**config.mk**
```make
export PLATFORM = sky130hd
export DESIGN_NAME = tmr8_timer
export DESIGN_NICKNAME = d
export VERILOG_FILES = /design/src/core/tmr8_pkg.sv /design/src/core/tmr8_timer.sv /design/src/core/tmr8_prescaler.sv
export SDC_FILE = /design/constraint.sdc
export NUM_CORES = 1
export LEC_CHECK = 0
export BUFFER_PORTS_ARGS = -buffer_cell sky130_fd_sc_hd__buf_2
export CORE_MARGIN = 8
export CORE_UTILIZATION = 50
export CTS_CLUSTER_DIAMETER = 200
export DETAILED_ROUTE_END_ITERATION = 10
export GPL_TIMING_DRIVEN = 0
export PLACE_DENSITY = 0.7
export SLEW_MARGIN = 30
export SYNTH_ARGS = -nofsm -noshare
export SYNTH_HDL_FRONTEND = slang
export SYNTH_SLANG_ARGS = --single-unit
```
**constraint.sdc**
```tcl
create_clock -name ref_clk -period 2.85 [get_ports ref_clk]
set_clock_uncertainty 0.05 [all_clocks]
set_input_delay 0 -clock ref_clk [delete_from_list [all_inputs] [get_ports ref_clk]]
set_output_delay 0 -clock ref_clk [all_outputs]
set_load 0.03 [all_outputs]
```
**src/core/tmr8_pkg.sv**
```systemverilog
// tmr8_pkg: register indices, field positions, reset values and shared types
// for the 8-bit timer/counter with shared prescaler.
// assumes a single 250 MHz core clock; instruction cycle is four core clocks.
package tmr8_pkg;

  localparam int unsigned ADDR_W = 4;
  localparam int unsigned DATA_W = 8;

  // register indices on the plain register port
  localparam logic [ADDR_W-1:0] REG_COUNT = 4'h0;
  localparam logic [ADDR_W-1:0] REG_OPTION = 4'h1;
  localparam logic [ADDR_W-1:0] REG_INTCTL = 4'h2;
  localparam logic [ADDR_W-1:0] REG_IRQ_STATUS = 4'h3;
  localparam logic [ADDR_W-1:0] REG_IRQ_MASK = 4'h4;

  // option register fields
  localparam int unsigned OPT_SRC_BIT = 5;
  localparam int unsigned OPT_EDGE_BIT = 4;
  localparam int unsigned OPT_PSA_BIT = 3;
  localparam int unsigned OPT_RATE_LSB = 0;
  localparam int unsigned RATE_W = 3;
  localparam logic [DATA_W-1:0] OPTION_RST = 8'hFF;

  // interrupt control fields
  localparam int unsigned ICTL_IE_BIT = 5;
  localparam int unsigned ICTL_IF_BIT = 2;
  localparam logic [DATA_W-1:0] ICTL_RST = 8'h00;
  localparam logic [DATA_W-1:0] ICTL_RW_MASK = 8'hFB;

  // event status bits
  localparam int unsigned EVT_W = 2;
  localparam int unsigned EVT_OVF_BIT = 0;
  localparam int unsigned EVT_WDT_BIT = 1;

  localparam logic [DATA_W-1:0] COUNT_RST = 8'h00;
  localparam logic [DATA_W-1:0] COUNT_MAX = 8'hFF;

  // instruction cycle: four phases per cycle
  localparam int unsigned PHASES = 4;
  localparam logic [1:0] PH_TWO = 2'h1;
  localparam logic [1:0] PH_FOUR = 2'h3;
  localparam int unsigned WR_INHIBIT_CYC = 2;
  localparam int unsigned PRESC_W = 8;

  typedef struct packed {
    logic [ADDR_W-1:0] addr;
    logic [DATA_W-1:0] wdata;
    logic wr;
    logic rd;
  } tmr8_req_t;

  typedef struct packed {
    logic src_ext;
    logic edge_fall;
    logic to_wdt;
    logic [RATE_W-1:0] rate;
  } tmr8_cfg_t;

endpackage : tmr8_pkg

```
**src/core/tmr8_timer.sv**
```systemverilog
// tmr8_timer: 8-bit timer/counter with prescaler shared with the watchdog.
// assumes ext_count_input and sleep are synchronous to ref_clk and the
// register port master follows the one-cycle strobe protocol.
module tmr8_timer
  import tmr8_pkg::*;
(
  // clock and reset
  input wire logic ref_clk,
  input wire logic rst,
  // register port
  input wire logic [ADDR_W-1:0] reg_addr,
  input wire logic [DATA_W-1:0] reg_wdata,
  input wire logic reg_wr,
  input wire logic reg_rd,
  output logic [DATA_W-1:0] reg_rdata,
  // device context
  input wire logic ext_count_input,
  input wire logic sleep,
  input wire logic watchdog_clear_instr,
  // watchdog side of the shared prescaler
  output logic watchdog_tick,
  // interrupt outputs
  output logic timer_irq_req,
  output logic irq
);

  typedef enum logic [2:0] {
    ST_RUN = 3'h1,
    ST_HOLD1 = 3'h2,
    ST_HOLD2 = 3'h4
  } tmr8_inh_t;

  tmr8_req_t req;
  tmr8_cfg_t cfg;
  tmr8_inh_t inh_ff;
  tmr8_inh_t nxt_inh;

  logic [DATA_W-1:0] option_ff;
  logic [DATA_W-1:0] ictl_ff;
  logic [DATA_W-1:0] count_ff;
  logic [DATA_W-1:0] rdata_ff;
  logic [EVT_W-1:0] status_ff;
  logic [EVT_W-1:0] mask_ff;
  logic [1:0] phase_ff;
  logic pin_q2_ff;
  logic pin_q4_ff;
  logic pin_prev_ff;
  logic presc_sync_ff;

  logic instr_tick;
  logic phase_two;
  logic phase_four;
  logic ext_edge;
  logic src_tick;
  logic presc_in;
  logic presc_out;
  logic presc_clr;
  logic timer_in;
  logic inc;
  logic wrap;
  logic count_wr;
  logic [EVT_W-1:0] evt;
  logic [RATE_W-1:0] presc_tap;
  logic [DATA_W-1:0] nxt_rdata;

  // a write strobe aimed at one register index
  function automatic logic is_wr(input tmr8_req_t r, input logic [ADDR_W-1:0] a);
    is_wr = r.wr && (r.addr == a);
  endfunction

  // prev and cur are successive phase-four samples of the pin
  function automatic logic pin_edge(input logic prev, input logic cur, input logic fall);
    pin_edge = fall ? (prev && !cur) : (!prev && cur);
  endfunction

  // the watchdog side is one tap shorter than the timer for the same code;
  // code 000 bypasses the counter there, so its tap is left as it is
  function automatic logic [RATE_W-1:0] tap_of(input tmr8_cfg_t c);
    if (c.to_wdt && (c.rate != '0)) begin
      tap_of = c.rate - RATE_W'(1);
    end else begin
      tap_of = c.rate;
    end
  endfunction

  assign req = '{addr: reg_addr, wdata: reg_wdata, wr: reg_wr, rd: reg_rd};
  assign cfg = '{src_ext: option_ff[OPT_SRC_BIT],
                 edge_fall: option_ff[OPT_EDGE_BIT],
                 to_wdt: option_ff[OPT_PSA_BIT],
                 rate: option_ff[OPT_RATE_LSB +: RATE_W]};
  assign count_wr = is_wr(req, REG_COUNT);

  // phase counter: four core clocks per instruction cycle
  // it keeps running in sleep; only the count, the prescaler and the watchdog tick freeze
  always_ff @(posedge ref_clk) begin
    if (rst) begin
      phase_ff <= '0;
    end else begin
      phase_ff <= phase_ff + 2'h1;
    end
  end

  assign phase_two = (phase_ff == PH_TWO);
  assign phase_four = (phase_ff == PH_FOUR);
  assign instr_tick = phase_four;

  // pin taken on phase two, then handed on at phase four: two-stage resync
  always_ff @(posedge ref_clk) begin
    if (rst) begin
      pin_q2_ff <= 1'b0;
    end else if (phase_two) begin
      pin_q2_ff <= ext_count_input;
    end
  end

  // a level must last past one phase two and one phase four to be counted
  always_ff @(posedge ref_clk) begin
    if (rst) begin
      pin_q4_ff <= 1'b0;
      pin_prev_ff <= 1'b0;
    end else if (phase_four) begin
      pin_prev_ff <= pin_q4_ff;
      pin_q4_ff <= pin_q2_ff;
    end
  end

  // edge select: compare successive phase-four samples
  assign ext_edge = phase_four && pin_edge(pin_prev_ff, pin_q4_ff, cfg.edge_fall);

  // source select
  assign src_tick = cfg.src_ext ? ext_edge : instr_tick;

  // prescaler input: timer source when assigned to timer, else watchdog base
  assign presc_in = cfg.to_wdt ? instr_tick : src_tick;
  assign presc_clr = (count_wr && !cfg.to_wdt)
                  || (watchdog_clear_instr && cfg.to_wdt);

  // one counter serves both users; its input, clear and tap differ between them
  assign presc_tap = tap_of(cfg);

  tmr8_prescaler #(
    .WIDTH(PRESC_W)
  ) u_presc (
    .ref_clk(ref_clk),
    .rst(rst),
    .clr(presc_clr),
    .tick(presc_in && !sleep),
    .tap(presc_tap),
    .out_tick(presc_out)
  );

  // prescaler output resampled on phase two before reaching the count register
  // held from phase four until the next phase two, so no output pulse is lost
  always_ff @(posedge ref_clk) begin
    if (rst || presc_clr) begin
      presc_sync_ff <= 1'b0;
    end else if (presc_out) begin
      presc_sync_ff <= 1'b1;
    end else if (phase_two) begin
      presc_sync_ff <= 1'b0;
    end
  end

  // code 000 is 1:1 on the watchdog side, so the counter is bypassed there
  assign watchdog_tick = cfg.to_wdt
                      && !sleep
                      && ((cfg.rate == '0) ? instr_tick : presc_out);

  // with the prescaler on the watchdog the timer counts its source undivided
  assign timer_in = cfg.to_wdt ? src_tick : (presc_sync_ff && phase_two);

  // write inhibit over the two following instruction cycles
  always_comb begin
    nxt_inh = inh_ff;
    unique case (inh_ff)
      ST_RUN: nxt_inh = ST_RUN;
      ST_HOLD1: if (instr_tick) nxt_inh = ST_HOLD2;
      ST_HOLD2: if (instr_tick) nxt_inh = ST_RUN;
      default: nxt_inh = ST_RUN;
    endcase
    if (count_wr) begin
      nxt_inh = ST_HOLD1;
    end
  end

  always_ff @(posedge ref_clk) begin
    if (rst) begin
      inh_ff <= ST_RUN;
    end else begin
      inh_ff <= nxt_inh;
    end
  end

  // a write in the same cycle takes priority, so a new value is never bumped
  assign inc = timer_in && !sleep && (inh_ff == ST_RUN) && !count_wr;
  assign wrap = inc && (count_ff == COUNT_MAX);

  always_ff @(posedge ref_clk) begin
    if (rst) begin
      count_ff <= COUNT_RST;
    end else if (count_wr) begin
      count_ff <= req.wdata;
    end else if (inc) begin
      count_ff <= count_ff + 8'h01;
    end
  end

  always_ff @(posedge ref_clk) begin
    if (rst) begin
      option_ff <= OPTION_RST;
    end else if (is_wr(req, REG_OPTION)) begin
      option_ff <= req.wdata;
    end
  end

  // overflow flag: set wins over a software clear in the same cycle
  // the other bits are plain storage; only the flag has a hardware setter
  always_ff @(posedge ref_clk) begin
    if (rst) begin
      ictl_ff <= ICTL_RST;
    end else begin
      if (is_wr(req, REG_INTCTL)) begin
        ictl_ff <= req.wdata;
      end
      if (wrap) begin
        ictl_ff[ICTL_IF_BIT] <= 1'b1;
      end
    end
  end

  assign timer_irq_req = ictl_ff[ICTL_IF_BIT] && ictl_ff[ICTL_IE_BIT];

  // sticky event status, write one to clear, set wins
  // the watchdog tick is only reported here; the watchdog itself lies outside
  assign evt = {watchdog_tick, wrap};

  always_ff @(posedge ref_clk) begin
    if (rst) begin
      status_ff <= '0;
    end else if (is_wr(req, REG_IRQ_STATUS)) begin
      status_ff <= (status_ff & ~req.wdata[EVT_W-1:0]) | evt;
    end else begin
      status_ff <= status_ff | evt;
    end
  end

  always_ff @(posedge ref_clk) begin
    if (rst) begin
      mask_ff <= '0;
    end else if (is_wr(req, REG_IRQ_MASK)) begin
      mask_ff <= req.wdata[EVT_W-1:0];
    end
  end

  assign irq = |(status_ff & mask_ff);

  // read data valid the cycle after the strobe; unmapped reads return zero
  // zero outside the answer cycle, so read data of several blocks can be or-ed
  always_comb begin
    nxt_rdata = '0;
    if (req.rd) begin
      unique case (req.addr)
        REG_COUNT: nxt_rdata = count_ff;
        REG_OPTION: nxt_rdata = option_ff;
        REG_INTCTL: nxt_rdata = ictl_ff;
        REG_IRQ_STATUS: nxt_rdata = {{(DATA_W-EVT_W){1'b0}}, status_ff};
        REG_IRQ_MASK: nxt_rdata = {{(DATA_W-EVT_W){1'b0}}, mask_ff};
        default: nxt_rdata = '0;
      endcase
    end
  end

  always_ff @(posedge ref_clk) begin
    if (rst) begin
      rdata_ff <= '0;
    end else begin
      rdata_ff <= nxt_rdata;
    end
  end

  assign reg_rdata = rdata_ff;

endmodule : tmr8_timer

```
**src/core/tmr8_prescaler.sv**
```systemverilog
// tmr8_prescaler: shared 8-bit ripple-style prescaler, power-of-two tap.
// assumes the caller provides a one-cycle input tick and a synchronous clear.
module tmr8_prescaler
  import tmr8_pkg::*;
#(
  parameter int unsigned WIDTH = PRESC_W
) (
  // clock and reset
  input wire logic ref_clk,
  input wire logic rst,
  // control
  input wire logic clr,
  input wire logic tick,
  input wire logic [RATE_W-1:0] tap,
  // output pulse, one cycle per 2**(tap+1) ticks
  output logic out_tick
);

  logic [WIDTH-1:0] cnt_ff;
  logic [WIDTH-1:0] nxt_cnt;

  assign nxt_cnt = cnt_ff + {{(WIDTH-1){1'b0}}, 1'b1};

  always_ff @(posedge ref_clk) begin
    if (rst || clr) begin
      cnt_ff <= '0;
    end else if (tick) begin
      cnt_ff <= nxt_cnt;
    end
  end

  // a tap bit falling from one to zero marks the division boundary
  assign out_tick = tick && cnt_ff[tap] && !nxt_cnt[tap];

endmodule : tmr8_prescaler

```
### After elaboration in Yosys (flattened, before gate mapping)

Index checks and enable logic that the tools add are counted.
Widths: inputs -> output; s select.

* register bits: 53
* bits of input ports: 19
* output and inout port bits: 11
* word-level logic and storage cells: 103

* add/subtract/negate cells: 4
* magnitude comparators: 1
* equal/unequal tests: 14
* multiplexer cells: 22
* bitwise logic cells: 6
* reductions and logical operators: 41

Operators with widths (count)
* $pmux 8 s5: 1
* $logic_and 1x1->1: 22
* $add 8x1->8 const B: 2
* $mux 8: 2
* $mux 3: 4
* $mux 1: 10
* $eq 4x2->1 const B: 2
* $eq 8x8->1 const B: 1
* $bmux 1 s3: 2
* $logic_not 1->1: 6
* $ne 3x3->1 const B: 2
* $pmux 3 s2: 1
* $reduce_bool 2->1: 3
* $reduce_or 2->1: 3
* $and 2x2->2: 2
* $eq 4x1->1 const B: 1
* $eq 4x3->1 const B: 1
* $logic_not 4->1: 1
* $lt 3x4->1 const B: 1
* $mux 2: 2
* $ne 2x2->1 const B: 2
* $or 2x2->2: 2
* $reduce_and 2->1: 2
* $eq 3x1->1 const B: 1
* other kinds (11): 12

### Longest topological paths before layout

* word-level depth: 13
* depth in mapped cells: 9
* mapped depth without buffers: 9

### Hierarchy

Synthesis repeated with hierarchy kept, for this count alone.

* cells, all modules: 322
* area total of the unflattened synthesis: 2698.8 um^2

By module, submodules not included
* tmr8_timer: times used 1, cells an instance 270, area an instance 2268.4 um^2, sequential area each 900.9 um^2
* tmr8_prescaler: times used 1, cells an instance 52, area an instance 430.4 um^2, sequential area each 160.2 um^2

### Least setup slack after synthesis

Ideal clock, no wire load.

* kind: flip-flop to output port
* start point: register option_ff[1]
* end point: output watchdog_tick
* data arrival time: 2.312 ns
* required time: 2.800 ns
* setup slack: 0.488 ns
* cell stages (with the launch flop): 10
* buffers on the path: 0
* path through: dfxtp_1 -> inv_1 -> ha_1 -> and2b_1 -> nor3_1 -> or2_1 -> mux2_4 -> a21oi_2 -> o2111ai_2 -> a21oi_1

* longest elaborated chain between the ends: 9
* elaborated cells between the ends (all ways): 14
* those cells by class: 1 x add/sub; 6 x mux; 7 x reduce/logical

RTL lines
* from (decl): RTL line tmr8_timer.sv:38 `logic [DATA_W-1:0] option_ff;`
* from (signal assigned): RTL line tmr8_timer.sv:212 `option_ff <= req.wdata;`
* branches (longest 7 deep; another with $sub 3x1->3)
* $mux 1 *: RTL line tmr8_timer.sv:167 `&& ((cfg.rate == '0) ? instr_tick : presc_out);`
* $logic_and 1x1->1 *: RTL line tmr8_timer.sv:167
* to (decl): RTL line tmr8_timer.sv:21 `output logic watchdog_tick,`

Mark *: on every way between the ends. The select of a mux whose other input is x is not followed.

### Worst setup path after layout

Ends and elaborated chain as after synthesis.

==> results.json <==
{
  "syn-num-nets": 336,
  "num_antenna_cells": 0,
  "hold_viol": 0,
  "ys.flop_type": "dfxtp_1",
  "power.share.clock_pct": 31.9,
  "cp.required_ns": 2.80,
  "antenna_found_initial": 0,
  "vias_per_cell": 5.61,
  "fp-row-count": 27,
  "leakage_nw": 1.32,
  "rsz0062_at_grt": "false",
  "status": "finished clean",
  "crit_type": "reg2out",
  "min_period_ns": 2.67,
  "cts_sinks": 53,
  "ys_seq_area_share_pct": 38.5,
  "path_clk_slew_ns": 0.09,
  "post_dp_cell_area_sq_um": 2990,
  "die_y_um": 90.2,
  "cts-root-buf": "clkbuf_8",
  "wire_per_inst_um": 15.1,
  "synthArstFlopShare_pct": 0,
  "routed_wl_um": 6480,
  "power_switching_mw": 0.320,
  "syn_avg_cell_area_sq_um": 8.86,
  "drt_pass1_iterations": 4,
  "start_util_pct": 51.0,
  "drc_errors": 0,
  "maxCapViolCount": 0,
  "yosysWarnings": 0,
  "final_antenna_net_count": 0,
  "synth_common_cells": "dfxtp_1 (53), nor2_1 (50), mux2i_1 (17), nand2_1 (17), and3_1 (16)",
  "intPower_mw": 0.979,
  "drive_gt1_share_pct": 17.4,
  "vias": 2400,
  "final_cells": 428,
  "cts_tree": "built",
  "area_growth_pct": 15.2,
  "total_power_mw": 1.30,
  "combPwrFrac_pct": 9.5,
  "io_buffer_count": 28,
  "cp_slowest_cell": "dfxtp_2",
  "gp_congestion": 0.844,
  "power.density_nw_per_um2": 409,
  "grt_util_all_layers_pct": 16.0,
  "post-dp-hpwl_um": 4900,
  "final_core_util_pct": 58.7,
  "grt_pass1_wl_um": 10800,
  "crit_top_cell": "a21oi_2",
  "cts_max_path_buffers": 2,
  "ir_worst_vdd_mv": 0.286,
  "finalInstanceArea_sq_um": 3170,
  "nets": 380,
  "numCtsBuffers": 5,
  "critPathMaxFanout": 5,
  "ys_seq_elements": 53,
  "grt_pass1_vias": 2246,
  "report.final.slew_viol_count": 0,
  "setup_viol": 0,
  "synth_edf_count": 0,
  "fillers": 515,
  "setup_tns_ns": 0,
  "relSlewSlack_pct": 55.3,
  "place_inst": 411,
  "cp-end-kind": "output pin",
  "io_pins": 30,
  "crit_chain": "inv_1 -> ha_1 -> and2b_2 -> nor3_2 -> or2_1 -> mux2_4 -> a21oi_2 -> o2111ai_2 -> a21oi_2 -> clkbuf_4",
  "yosysMostFrequentCell": "dfxtp_1",
  "grt_overflow_total": 0,
  "timing.final.crit_share_pct": 93.7,
  "start_kind": "flop",
  "netlist_area_sq_um": 2760,
  "synthTopCellsByArea": "dfxtp_1 (39%), nor2_1 (6.8%), mux2i_1 (6.2%)",
  "fmax_mhz": 374,
  "tightest_slew_ns": 0.665,
  "netlist_instances": 311,
  "ys_types": 60,
  "hold_class": "in2reg",
  "p_seq_share_pct": 58.6,
  "yosysTopAreaCell": "dfxtp_1",
  "synthDominantCellAreaShare_pct": 38.5,
  "power.share.switching_pct": 24.7,
  "die_w_um": 90.2,
  "crit_arrival_ns": 2.62,
  "htree_levels": 2,
  "drt_iter0_markers": 162,
  "clk_latency_ns": 0.30,
  "crit_path_max_incr_delay_ns": 0.36,
  "dieArea_sq_um": 8140,
  "grt_max_degree": 16,
  "core-area_sq_um": 5410
}
[placed cells by master (no fill, tap or decap), types with 2 or more instances in the layout]
master	count
xnor2_1	6
xor2_1	8
nor2_1	50
mux2i_1	17
a31oi_1	2
o21ai_2	2
nand2_1	17
clkbuf_1	14
clkbuf_8	5
and2_1	3
a211oi_1	8
dlygate4sd3_1	9
o21ai_0	6
ha_1	6
inv_1	7
a211o_1	9
nand4b_1	2
dfxtp_1	52
and3_1	16
mux2_2	6
nand2b_1	2
nor2b_1	4
nand4_1	6
nor3_1	3
a22oi_1	7
a21oi_2	3
a21oi_1	12
buf_2	29
a222oi_1	2
nand3_1	7
[registers in the layout, summed over array words and instances (netlist names)]
| register | cells |
|---|---|
| count_ff | 8 |
| pin_prev_ff | 1 |
| presc_sync_ff | 1 |
| mask_ff | 2 |
| inh_ff | 3 |
| phase_ff | 2 |
| u_presc.cnt_ff | 8 |
| reg_rdata | 8 |
| ictl_ff | 8 |
| pin_q2_ff | 1 |
| status_ff | 2 |
| pin_q4_ff | 1 |
| option_ff | 8 |
[critical path, delay by kind of cell, from the launching register on]
| family | cells | cell delay [ns] |
|---|---|---|
| flip-flops | 1 | 0.36 |
| adder cells (fa/ha/maj) | 1 | 0.24 |
| buffers and inverters | 2 | 0.29 |
| AND/OR/NAND/NOR | 3 | 0.55 |
| multiplexers | 1 | 0.31 |
| AO/OA/AOI/OAI | 3 | 0.56 |
[cell families (layout without fill, tap and decap cells)]
family,after synthesis,count (layout),synth area share (%)
AO/OA/AOI/OAI,67,67,19.1
XOR/XNOR,14,14,4.45
adder cells (fa/ha/maj),6,6,2.72
buffers and inverters,24,69,3.50
flip-flops,53,53,38.5
multiplexers,24,24,9.17
AND/OR/NAND/NOR,123,123,22.6
[layout make-up]
type,count,area (sq um),share of cell area [%]
Clock buffer,7,76.3,2.41
Sequential cell,53,1060,33.5
Tap cell,72,90.1,2.84
Buffer,16,66.3,2.09
Timing Repair Buffer,37,233,7.33
Clock inverter,1,7.51,0.237
Inverter,8,30.0,0.946
Multi-Input combinational cell,234,1610,50.7
[final timing paths]
kind	start	to	slack (ns)	cells past startpoint
worst max-delay path	option_ff[1]$_SDFFE_PP1P_	watchdog_tick	0.18	10
worst min-delay path	sleep	status_ff[1]$_SDFF_PP0_	0.07	4
worst max register to register	option_ff[1]$_SDFFE_PP1P_	status_ff[1]$_SDFF_PP0_	0.54	9
worst min register to register	phase_ff[0]$_SDFF_PP0_	phase_ff[0]$_SDFF_PP0_	0.41	1
[timing repair]
item                                    4_1_cts  5_1_grt
gates resized for setup                       0        5
endpoints found under the setup margin        0        1
hold endpoints to repair                     19        0
setup buffers                                 0        0
hold buffers                                  9        0
[layer usage]
metal  share of wire (%)  track usage, %
met1                  48            21.1
met2                  46            25.5
met3                 4.2            3.33
met4                 1.2            4.58
met5                   0               0
[power by group through the flow]
| stage | Clock [mW] | Sequential [mW] | Combinational (mW) |
|---|---|---|---|
| after floorplan | 0 | 0.777 | 0.0716 |
| after global placement | 0 | 0.778 | 0.111 |
| after detailed placement | 0 | 0.778 | 0.113 |
| after CTS | 0.420 | 0.761 | 0.123 |
| after global routing | 0.457 | 0.763 | 0.136 |
| final | 0.415 | 0.761 | 0.123 |
[per-stage QoR]
stage	hold WS, ns	worst slack, ns
after global placement	0.194	0.365
final	0.0672	0.179
after detailed placement	0.207	0.403
after global routing	0.0816	0.00987
after CTS	0.0360	0.0417
after floorplan	0.0939	0.488
Power figures use the tool's default switching activity.
